[config.mk]
export PLATFORM = sky130hd
export DESIGN_NAME = pa_assembler
export DESIGN_NICKNAME = d
export VERILOG_FILES = /design/src/pkg/pa_pkg.sv /design/src/rtl/pa_assembler.sv
export VERILOG_INCLUDE_DIRS = /design/src /design/src/pkg
export SDC_FILE = /design/constraint.sdc
export NUM_CORES = 2
export LEC_CHECK = 0
export BUFFER_PORTS_ARGS = -buffer_cell sky130_fd_sc_hd__buf_2
export CORE_AREA = 2 2 228 286
export CTS_BUF_LIST = sky130_fd_sc_hd__clkbuf_2
export DETAILED_ROUTE_END_ITERATION = 12
export DIE_AREA = 0 0 230 288
export GPL_ROUTABILITY_DRIVEN = 0
export PLACE_DENSITY_LB_ADDON = 0.15
export SKIP_CTS_REPAIR_TIMING = 1
export SLEW_MARGIN = 20
export SYNTH_ARGS = -nofsm -noshare
export SYNTH_HDL_FRONTEND = slang
export SYNTH_HIERARCHICAL = 1
export SYNTH_SLANG_ARGS = --single-unit
[constraint.sdc]
create_clock -name mclk -period 3.6 [get_ports mclk]
set_input_delay 0.18 -clock mclk [delete_from_list [all_inputs] [get_ports mclk]]
set_output_delay 0.18 -clock mclk [all_outputs]
set_load 0.05 [all_outputs]
[src/pkg/pa_defs.svh]
// Constants for the primitive assembler
`ifndef PA_DEFS_SVH
`define PA_DEFS_SVH
`define PA_MODE_DOTS 3'h0
`define PA_MODE_SEG_CHAIN 3'h1
`define PA_MODE_SEG_LOOP 3'h2
`define PA_MODE_SEG_PAIRS 3'h3
`define PA_MODE_TRI_CHAIN 3'h4
`define PA_MODE_TRI_PIVOT 3'h5
`define PA_MODE_TRI_INDEP 3'h6
`define PA_KIND_POINT 2'h1
`define PA_KIND_SEGMENT 2'h2
`define PA_KIND_TRIANGLE 2'h3
`define PA_PH_NONE 2'h0
`define PA_PH_ONE 2'h1
`define PA_PH_TWO 2'h2
`define PA_PTR_A 1'h0
`define PA_PTR_B 1'h1
`define PA_FIFO_DEPTH 8
`define PA_VERTEX_WIDTH 32
`endif

[src/pkg/pa_pkg.sv]
// Types for the primitive assembler
`default_nettype none
package pa_pkg;
  typedef logic [2:0] pa_mode_type;
  typedef logic [1:0] pa_kind_type;
  typedef logic [1:0] pa_phase_type;
endpackage : pa_pkg
`default_nettype wire

[src/rtl/pa_assembler.sv]
// Primitive assembler with its output FIFO
`timescale 1ns/1ps
`default_nettype none
`include "pa_defs.svh"

// ****************************************
// Shift-register FIFO, head always in slot 0
// ****************************************
module pa_fifo
  import pa_pkg::*;
#(
  parameter int WIDTH = 8,
  parameter int DEPTH = `PA_FIFO_DEPTH,
  parameter int CW = $clog2(DEPTH + 1)
) (
  input wire logic mclk,
  input wire logic rst,
  input wire logic in_valid,
  output logic in_ready,
  input wire logic [WIDTH-1:0] in_data,
  output logic out_valid,
  input wire logic out_ready,
  output logic [WIDTH-1:0] out_data,
  output logic [CW-1:0] level
);
  logic [WIDTH-1:0] mem_reg [DEPTH];
  logic [WIDTH-1:0] mem_next [DEPTH];
  logic [CW-1:0] count_reg, count_next;
  logic valid_reg, valid_next;
  logic push, pop;
  logic [CW-1:0] wr_idx;

  assign in_ready = (count_reg != CW'(DEPTH));
  assign out_valid = valid_reg;
  assign out_data = mem_reg[0];
  assign level = count_reg;
  assign push = in_valid && in_ready;
  assign pop = out_ready && valid_reg;

  always_comb begin
    wr_idx = pop ? count_reg - CW'(1) : count_reg;
    for (int i = 0; i < DEPTH; i++) begin
      if (pop && (i < DEPTH - 1)) begin
        mem_next[i] = mem_reg[(i + 1) % DEPTH];
      end else begin
        mem_next[i] = mem_reg[i];
      end
      if (push && (wr_idx == CW'(i))) begin
        mem_next[i] = in_data;
      end
    end
    count_next = count_reg + CW'(push) - CW'(pop);
    valid_next = (count_next != '0);
  end

  always_ff @(posedge mclk) begin
    if (rst) begin
      count_reg <= '0;
      valid_reg <= 1'b0;
      for (int i = 0; i < DEPTH; i++) begin
        mem_reg[i] <= '0;
      end
    end else begin
      count_reg <= count_next;
      valid_reg <= valid_next;
      mem_reg <= mem_next;
    end
  end
endmodule : pa_fifo

// ****************************************
// Assembler top
// ****************************************
module pa_assembler
  import pa_pkg::*;
#(
  parameter int VW = `PA_VERTEX_WIDTH,
  parameter int DEPTH = `PA_FIFO_DEPTH
) (
  input wire logic mclk,
  input wire logic rst,
  input wire logic [2:0] draw_mode,
  input wire logic vtx_valid,
  output logic vtx_ready,
  input wire logic [VW-1:0] vtx_data,
  input wire logic vtx_first,
  input wire logic vtx_last,
  output logic prim_valid,
  input wire logic prim_ready,
  output logic [1:0] prim_kind,
  output logic [VW-1:0] prim_v0,
  output logic [VW-1:0] prim_v1,
  output logic [VW-1:0] prim_v2
);
  localparam int FW = 2 + 3 * VW;
  localparam int CW = $clog2(DEPTH + 1);

  pa_mode_type mode_reg, mode_next, eff_mode;
  pa_phase_type phase_reg, phase_next, ph;
  logic ptr_reg, ptr_next, ptr;
  logic close_reg, close_next;
  logic ready_reg, ready_next;
  logic [VW-1:0] va_reg, va_next, vb_reg, vb_next;
  logic acc, push, fifo_in_ready;
  pa_kind_type push_kind;
  logic [VW-1:0] push_v0, push_v1, push_v2;
  logic [FW-1:0] fifo_out;
  logic [CW-1:0] fifo_level;

  assign vtx_ready = ready_reg;
  assign acc = vtx_valid && ready_reg;
  // Draw start discards all assembly history
  assign eff_mode = vtx_first ? draw_mode : mode_reg;
  assign ph = vtx_first ? `PA_PH_NONE : phase_reg;
  assign ptr = vtx_first ? `PA_PTR_A : ptr_reg;

  // ****************************************
  // Assembly step
  // ****************************************
  always_comb begin
    mode_next = acc ? eff_mode : mode_reg;
    phase_next = phase_reg;
    ptr_next = ptr_reg;
    va_next = va_reg;
    vb_next = vb_reg;
    close_next = close_reg;
    push = 1'b0;
    push_kind = `PA_KIND_POINT;
    push_v0 = '0;
    push_v1 = '0;
    push_v2 = '0;
    if (close_reg) begin
      // Loop closure: last vertex back to first
      push = fifo_in_ready;
      push_kind = `PA_KIND_SEGMENT;
      push_v0 = va_reg;
      push_v1 = vb_reg;
      close_next = !fifo_in_ready;
    end else if (acc) begin
      unique case (eff_mode)
        `PA_MODE_DOTS: begin
          push = 1'b1;
          push_v0 = vtx_data;
        end
        `PA_MODE_SEG_CHAIN, `PA_MODE_SEG_LOOP: begin
          va_next = vtx_data;
          phase_next = `PA_PH_ONE;
          if (ph == `PA_PH_NONE) begin
            vb_next = vtx_data;
          end else begin
            push = 1'b1;
            push_kind = `PA_KIND_SEGMENT;
            push_v0 = va_reg;
            push_v1 = vtx_data;
            close_next = vtx_last && (eff_mode == `PA_MODE_SEG_LOOP);
          end
        end
        `PA_MODE_SEG_PAIRS: begin
          if (ph == `PA_PH_NONE) begin
            va_next = vtx_data;
            phase_next = `PA_PH_ONE;
          end else begin
            push = 1'b1;
            push_kind = `PA_KIND_SEGMENT;
            push_v0 = va_reg;
            push_v1 = vtx_data;
            phase_next = `PA_PH_NONE;
          end
        end
        `PA_MODE_TRI_CHAIN, `PA_MODE_TRI_PIVOT, `PA_MODE_TRI_INDEP: begin
          if (ph == `PA_PH_TWO) begin
            push = 1'b1;
            push_kind = `PA_KIND_TRIANGLE;
            push_v0 = va_reg;
            push_v1 = vb_reg;
            push_v2 = vtx_data;
          end
          if (eff_mode == `PA_MODE_TRI_CHAIN) begin
            if (ptr == `PA_PTR_A) begin
              va_next = vtx_data;
            end else begin
              vb_next = vtx_data;
            end
            ptr_next = !ptr;
          end else if (ph == `PA_PH_NONE) begin
            va_next = vtx_data;
          end else begin
            vb_next = vtx_data;
          end
          if (eff_mode == `PA_MODE_TRI_INDEP) begin
            // Groups of three, counter wraps
            phase_next = (ph == `PA_PH_TWO) ? `PA_PH_NONE : ph + 2'h1;
          end else begin
            // Holds at two: first triangle done
            phase_next = (ph == `PA_PH_TWO) ? `PA_PH_TWO : ph + 2'h1;
          end
        end
        default: begin
          phase_next = `PA_PH_NONE;
        end
      endcase
    end
    // Keep room for a vertex and any loop closure
    ready_next = !close_next &&
      ((fifo_level + CW'(push)) <= CW'(DEPTH - 2));
  end

  always_ff @(posedge mclk) begin
    if (rst) begin
      mode_reg <= `PA_MODE_DOTS;
      phase_reg <= `PA_PH_NONE;
      ptr_reg <= `PA_PTR_A;
      close_reg <= 1'b0;
      ready_reg <= 1'b0;
      va_reg <= '0;
      vb_reg <= '0;
    end else begin
      mode_reg <= mode_next;
      phase_reg <= phase_next;
      ptr_reg <= ptr_next;
      close_reg <= close_next;
      ready_reg <= ready_next;
      va_reg <= va_next;
      vb_reg <= vb_next;
    end
  end

  // ****************************************
  // Output queue
  // ****************************************
  pa_fifo #(.WIDTH(FW), .DEPTH(DEPTH), .CW(CW)) u_fifo (
    .mclk(mclk),
    .rst(rst),
    .in_valid(push),
    .in_ready(fifo_in_ready),
    .in_data({push_kind, push_v0, push_v1, push_v2}),
    .out_valid(prim_valid),
    .out_ready(prim_ready),
    .out_data(fifo_out),
    .level(fifo_level)
  );
  assign prim_kind = fifo_out[FW-1 -: 2];
  assign prim_v0 = fifo_out[3*VW-1 -: VW];
  assign prim_v1 = fifo_out[2*VW-1 -: VW];
  assign prim_v2 = fifo_out[VW-1:0];

  // ****************************************
  // Checks
  // ****************************************
  property p_dot;
    @(posedge mclk) disable iff (rst)
    acc && !close_reg && eff_mode == `PA_MODE_DOTS |->
      push && push_kind == `PA_KIND_POINT && push_v0 == vtx_data;
  endproperty
  a_dot: assert property (p_dot) else $error("dot not emitted");

  property p_chain_seg;
    @(posedge mclk) disable iff (rst)
    acc && !close_reg && eff_mode == `PA_MODE_SEG_CHAIN && !vtx_first
      |-> push && push_v0 == va_reg && push_v1 == vtx_data;
  endproperty
  a_chain_seg: assert property (p_chain_seg) else $error("bad chain");

  property p_first_silent;
    @(posedge mclk) disable iff (rst)
    acc && !close_reg && vtx_first && eff_mode != `PA_MODE_DOTS |-> !push;
  endproperty
  a_first_silent: assert property (p_first_silent) else $error("spur");

  property p_loop_close;
    @(posedge mclk) disable iff (rst)
    acc && !close_reg && eff_mode == `PA_MODE_SEG_LOOP && !vtx_first &&
      vtx_last |=> close_reg && va_reg == $past(vtx_data) ##[0:16]
      (push && push_kind == `PA_KIND_SEGMENT);
  endproperty
  a_loop_close: assert property (p_loop_close) else $error("no close");

  property p_pair_odd;
    @(posedge mclk) disable iff (rst)
    acc && !close_reg && eff_mode == `PA_MODE_SEG_PAIRS && ph == `PA_PH_NONE
      |-> !push ##1 phase_reg == `PA_PH_ONE;
  endproperty
  a_pair_odd: assert property (p_pair_odd) else $error("pair start");

  property p_ptr_start;
    @(posedge mclk) disable iff (rst)
    acc && !close_reg && vtx_first && eff_mode == `PA_MODE_TRI_CHAIN |=>
      ptr_reg == `PA_PTR_B && va_reg == $past(vtx_data);
  endproperty
  a_ptr_start: assert property (p_ptr_start) else $error("pointer");

  property p_tri_order;
    @(posedge mclk) disable iff (rst)
    acc && !close_reg && eff_mode == `PA_MODE_TRI_CHAIN && ph == `PA_PH_TWO
      |-> push && push_v0 == va_reg && push_v1 == vb_reg &&
      push_v2 == vtx_data;
  endproperty
  a_tri_order: assert property (p_tri_order) else $error("tri order");

  property p_pivot_keep;
    @(posedge mclk) disable iff (rst)
    acc && !close_reg && eff_mode == `PA_MODE_TRI_PIVOT && !vtx_first |=>
      va_reg == $past(va_reg) && vb_reg == $past(vtx_data);
  endproperty
  a_pivot_keep: assert property (p_pivot_keep) else $error("pivot A");

  property p_indep_wrap;
    @(posedge mclk) disable iff (rst)
    acc && !close_reg && eff_mode == `PA_MODE_TRI_INDEP && ph == `PA_PH_TWO
      |=> phase_reg == `PA_PH_NONE;
  endproperty
  a_indep_wrap: assert property (p_indep_wrap) else $error("group");

  property p_no_overflow;
    @(posedge mclk) disable iff (rst)
    acc |-> fifo_in_ready;
  endproperty
  a_no_overflow: assert property (p_no_overflow) else $error("lost");
endmodule : pa_assembler
`default_nettype wire

# Word level (Yosys, flattened, before mapping)
# Cells that the tools add are included.
[totals] register_bits=861 inputBits=41 out_inout_bits=100 wordCells=140
[op_classes] add_sub_neg=5 order_cmp=1 n_eq_ne=19 n_mux=60 bitwise_logic=2 n_reduce_logical=36
[op_table] cell="two-way mux 98 bit" count=14
[op_table] cell="two-way mux 32 bit" count=19
[op_table] cell="one-hot mux 32 bit (3 select lines)" count=2
[op_table] cell="one-hot mux 32 bit (2 select lines)" count=2
[op_table] cell="== test 4 x 3 -> 1 bit, second input constant" count=4
[op_table] cell="two-way mux 2 bit" count=8
[op_table] cell="nonzero test 2 bit" count=8
[op_table] cell="logical AND 1 bit" count=13
[op_table] cell="two-way mux 1 bit" count=10
[op_table] cell="== test 3 bit, second input constant" count=3
[op_table] cell="inequality test 3 bit, second input constant" count=3
[op_table] cell="adder 4 x 1 -> 4 bit" count=2
[op_table] cell="== test 4 x 2 -> 1 bit, second input constant" count=2
[op_table] cell="one-hot mux 2 bit (4 select lines)" count=1
[op_table] cell="AND reduction 4 bit" count=2
[op_table] cell="== test 3 x 2 -> 1 bit, second input constant" count=2
[op_table] cell="AND reduction 6 bit" count=1
[op_table] cell="OR reduction 3 bit" count=2
[op_table] cell="== test 4 x 1 -> 1 bit, second input constant" count=1
[op_table] cell="less-or-equal comparator 4 x 3 -> 1 bit, second input constant" count=1
[op_table] cell="zero test 4 bit" count=1
[op_table] cell="two-way mux 4 bit" count=1
[op_table] cell="inequality test 4 bit, second input constant" count=1
[op_table] cell="one-hot mux 2 bit (2 select lines)" count=1
[op_table] cell="16 further kinds" count=19

# Longest topological paths before layout
[depth] ltp_word=10 ltp_mapped=15 mapped_depth_nobuf=14

# Cells and area by module
# Netlist, hierarchy kept.
[by_module_without_submodules] mod="pa_fifo" n_inst=1 cells_per_inst=4310 area_each_um2=36887.9 seq_area_each_um2=15795.1
[by_module_without_submodules] mod="pa_assembler" n_inst=1 cells_per_inst=480 area_each_um2=4144.0 seq_area_each_um2=1441.4

# Least setup slack after synthesis
# Ideal clock, no wire load.
[synth_timing] path_kind="flip-flop to flip-flop" startpoint="register ready_reg (netlist: vtx_ready)" endpoint="register u_fifo.mem_reg, in the netlist u_fifo/out_data[32]" setup_time_ps=123 arrival_ps=2873 required_ps=3477 setup_slack_ps=604 path_stages_with_launch=10 period_less_slack_ps=2996 cell_sequence="dfxtp_1 -> and3b_1 -> clkbuf_1 -> a22o_1 -> a21bo_2 -> nor3b_1 -> nand4_1 -> buf_2 -> buf_2 -> mux2_1"
[synth_between] elab_chain_cells=6 word_cells_on_any_way=9 cone_classes="5 x mux; 4 x reduce/logical"
[synth_lines] item="from (decl)" line_no="pa_assembler.sv:102" text="logic ready_reg, ready_next;"
[synth_lines] item="from (signal assigned)" line_no="pa_assembler.sv:222" text="ready_reg <= ready_next;"
[synth_lines] item="logical AND 1 bit *" line_no="pa_assembler.sv:111" text="assign acc = vtx_valid && ready_reg;"
[synth_lines] item="two-way mux 1 bit *" line_no="pa_assembler.sv:139" text="end else if (acc) begin"
[synth_lines] item="two-way mux 1 bit *" line_no="pa_assembler.sv:132" text="if (close_reg) begin"
[synth_lines] item="named net push" line_no="pa_assembler.sv:104" text="logic acc, push, fifo_in_ready;"
[synth_lines] item="logical AND 1 bit *" line_no="pa_assembler.sv:37" text="assign push = in_valid && in_ready;"
[synth_lines] item="logical AND 1 bit *" line_no="pa_assembler.sv:48" text="if (push && (wr_idx == CW'(i))) begin"
[synth_lines] item="two-way mux 98 bit / nonzero test 2 bit (equally long branches)"
[synth_lines] item="to (signal assigned)" line_no="pa_assembler.sv:66" text="mem_reg <= mem_next;"
[synth_lines] item="to (decl)" line_no="pa_assembler.sv:26" text="logic [WIDTH-1:0] mem_reg [DEPTH];"
# The timed path passes the listed nets; every way through them passes the cells marked *.
# A chain may end at the register's enable or synchronous reset.

# Worst setup path in the final report
[layout_timing] startpoint="register ready_reg (netlist: vtx_ready)" endpoint="register va_reg[11]"
[layout_between] elab_chain_cells=2
[layout_lines] item="logical AND 1 bit" line_no="pa_assembler.sv:111"
[layout_lines] item="AND reduction 4 bit (no line)"
[layout_lines] item="to (signal assigned)" line_no="pa_assembler.sv:223" text="va_reg <= va_next;"
[layout_lines] item="to (decl)" line_no="pa_assembler.sv:103" text="logic [VW-1:0] va_reg, va_next, vb_reg, vb_next;"
# No other way between the ends.

==> impl_results.md <==
* Compound-Gate Fraction of Synth Area at 0.113
* Peak VDD IR at 330 uV
* YS warnings at 6
* Met3 GRT Util at 0.0586
* Sequential fraction of the synthesis area at 0.420
* Critical path data required time at just under 5 ns
* P&R area growth vs syn at 8.54%
* Drt first-iter violations at between 2k and 3k
* TNS Setup at 0 ns
* Gr busiest metal: met2
* Synth Cell Area at between 0.04 and 0.05 mm^2
* Clock Latency Late Sink at 1.41 ns
* Die area at between 0.06 and 0.07 mm^2
* CTS root buf: clkbuf_2
* Final min period at between 3 and 4 ns
* Cell row count at roughly 100
* Max reg flops at roughly 690
* Top cell type's share of synthesized area at 0.420
* Leakage power total at about 0.017 uW
* IO Count at between 100 and 150
* Slew Limit Fails at 0
* Synth Area in Simple Gates at 0.183
* Vias in the first global route at between 30k and 40k
* Worst-Margin Slew at just under 1 ns
* Synth Flop Type: dfxtp_1
* Number of clock sinks at around 860
* Final #Nets at 4900
* Top cells by area, synth: dfxtp_1, mux2_2, nand2_1
* Clock skew at around 0.099 ns
* Worst Path Arrival at around 4.7 ns
* Cts bufs inserted at 200
* Status: complete, no violations
* Filler cell count at about 5.2k
* P_sw at about 6100 uW
* Routed length per instance at between 15 and 20 um
* Internal power at roughly 13000 uW
* Via density at about 5.7
* Adder-Cell Fraction of Synth Area at 0.00323
* Setup repair after global routing missed its margin: no
* Max Fclk at between 200 and 300 MHz
* Design Power at about 19000 uW
* Post-Synth XOR/XNOR Area at 0.000854
* Layout cell share with drive strength beyond 1 at 0.261
* Synth area leader: dfxtp_1
* Crit Path Max Fanout at 32
* Clock power share at 0.338
* Sw Share at 0.321
* DRC viols at 0
* Commonest non-fill, non-tap cell in the layout: nand2_1
* H-tree levels at 4
* Syn_nets at around 4.8k
* Final core occ at 0.698
* Initial antenna violation count at 6
* Multiplexer share of the synthesized area at 0.224
* Sequential Power Share at 0.512
* Fin crit share at 0.942
* Syn Area/Cell at 8.57 um^2
* GR Util met2 at 0.471
* Setup crit start kind: flip-flop
* Post-DP HPWL at 52800 um
* Detailed Route WL at between 90000 and 100000 um
* Clock slew at reported path FFs at approximately 0.11 ns
* Routed Antenna Nets at 0
* Kind of critical path: flip-flop to flip-flop
* Initial Utilization at 0.644
* Max-Cap Viols at 0
* Crit. End Element: flip-flop
* Width of the die at 230 um
* Setup violators final at 0
* Rel. slew slack at 0.342
* Logic pwr share at 0.150
* Worst-case clock buffer depth at 3
* Hold slack at 0.152 ns
* Met1 global-route usage at 0.355
* Chip height at 288 um
* CTS tree: yes
* Post-Layout Cell Count at approximately 5.9k
* Yosys cell types at 58
* Synthesized instance count at ~4.8k
* Number of synthesized flops with an enable pin at 0
* First-pass iteration count of the detailed router at 6
* CORE AREA at 0.0638 mm^2
* Final Hold Fails at 0
* Port Buffer Count at 140
* Ys async rst share at 0
* Total GRT Usage at 0.278
* Combinational family with the most area after synthesis: multiplexers
* Most frequent cells in the layout: nand2_1, dfxtp_1, mux2_2
* Yosys reg bits at 861
* Hold Crit Class: input port to flip-flop
* Aggregate global routing overflow at 0
* Via Count at about 33k
* First-pass GRT wire length at 152000 um
* Placed cells at about 5.4k
* Largest net degree at the start of global routing at between 150 and 200
* Total power divided by cell area at between 400 and 500 mW/mm^2
-- synth_stat cells (all sizes together), types with 3 or more instances --
cell	count
nand4	5
a22o	65
nor3b	3
nand2	1413
nand3	3
a21oi	726
and2	35
mux2i	34
buf	152
ha	9
a211oi	3
o21bai	3
or2	3
dfxtp	861
inv	8
clkbuf	319
nand4b	4
nor2	14
nor3	6
nand2b	66
and3	3
o21ai	39
nor2b	199
mux2	786
-- logic make-up after synthesis --
kind of cell             count (synthesis)
XOR/XNOR                                 4
flip-flops                             861
multiplexers                           820
AND/OR/NAND/NOR                       1764
AO/OA/AOI/OAI                          852
buffers and inverters                  479
adder cells (fa/ha/maj)                 10
-- path summary, 6_finish.rpt --
path	slack [ns]	cells after the start	from	to
max	0.21	8	vtx_ready$_SDFF_PP0_	va_reg[11]$_SDFFE_PP0P_
max reg2reg	0.21	8	vtx_ready$_SDFF_PP0_	va_reg[11]$_SDFFE_PP0P_
min reg2reg	0.48	2	va_reg[18]$_SDFFE_PP0P_	va_reg[18]$_SDFFE_PP0P_
min	0.15	6	prim_ready	u_fifo/level[0]$_SDFF_PP0_
-- power by group through the flow --
stage	combinational [uW]	clock, uW	sequential (uW)
floorplan	1900	0	9900
global placement	2660	0	9900
detailed placement	2670	0	9900
CTS	2670	6590	9680
global route	3040	7080	9700
finish	2840	6400	9680
-- critical path, stage by stage (launching register included) --
cell and delay, ns:
dfxtp_1 0.47, nand2_1 0.14, or2_1 0.40, o41ai_4 0.44, buf_4 0.41, nand2_1 0.10
dlygate4sd3_1 0.56, a21oi_1 0.15, dlygate4sd3_1 0.59
-- stage by stage --
step | setup slack (ns) | instance area (um^2)
floorplan | 0.604 | 41000
global placement | 0.624 | 41400
detailed placement | 0.568 | 41400
CTS | 0.503 | 43300
global route | 0.0635 | 44500
finish | 0.208 | 44500
-- metal layers --
layer / vias up / share of wire
met5: - / 0
met4: 0 / 0.022
met3: 153 / 0.066
met2: 916 / 0.49
met1: 15900 / 0.43
li1: 16200 / -
-- final cells by class --
| type | instances | area [um^2] | area share |
|---|---|---|---|
| Timing Repair Buffer | 328 | 2770 | 0.0623 |
| Tap cell | 848 | 1060 | 0.0238 |
| Inverter | 8 | 30.0 | 0.000674 |
| Sequential cell | 861 | 17200 | 0.387 |
| Multi-Input combinational cell | 3450 | 21600 | 0.484 |
| Clock buffer | 303 | 1520 | 0.0340 |
| Antenna cell | 5 | 12.5 | 0.000281 |
| Clock inverter | 52 | 343 | 0.00770 |
Power figures use the tool's default switching activity.
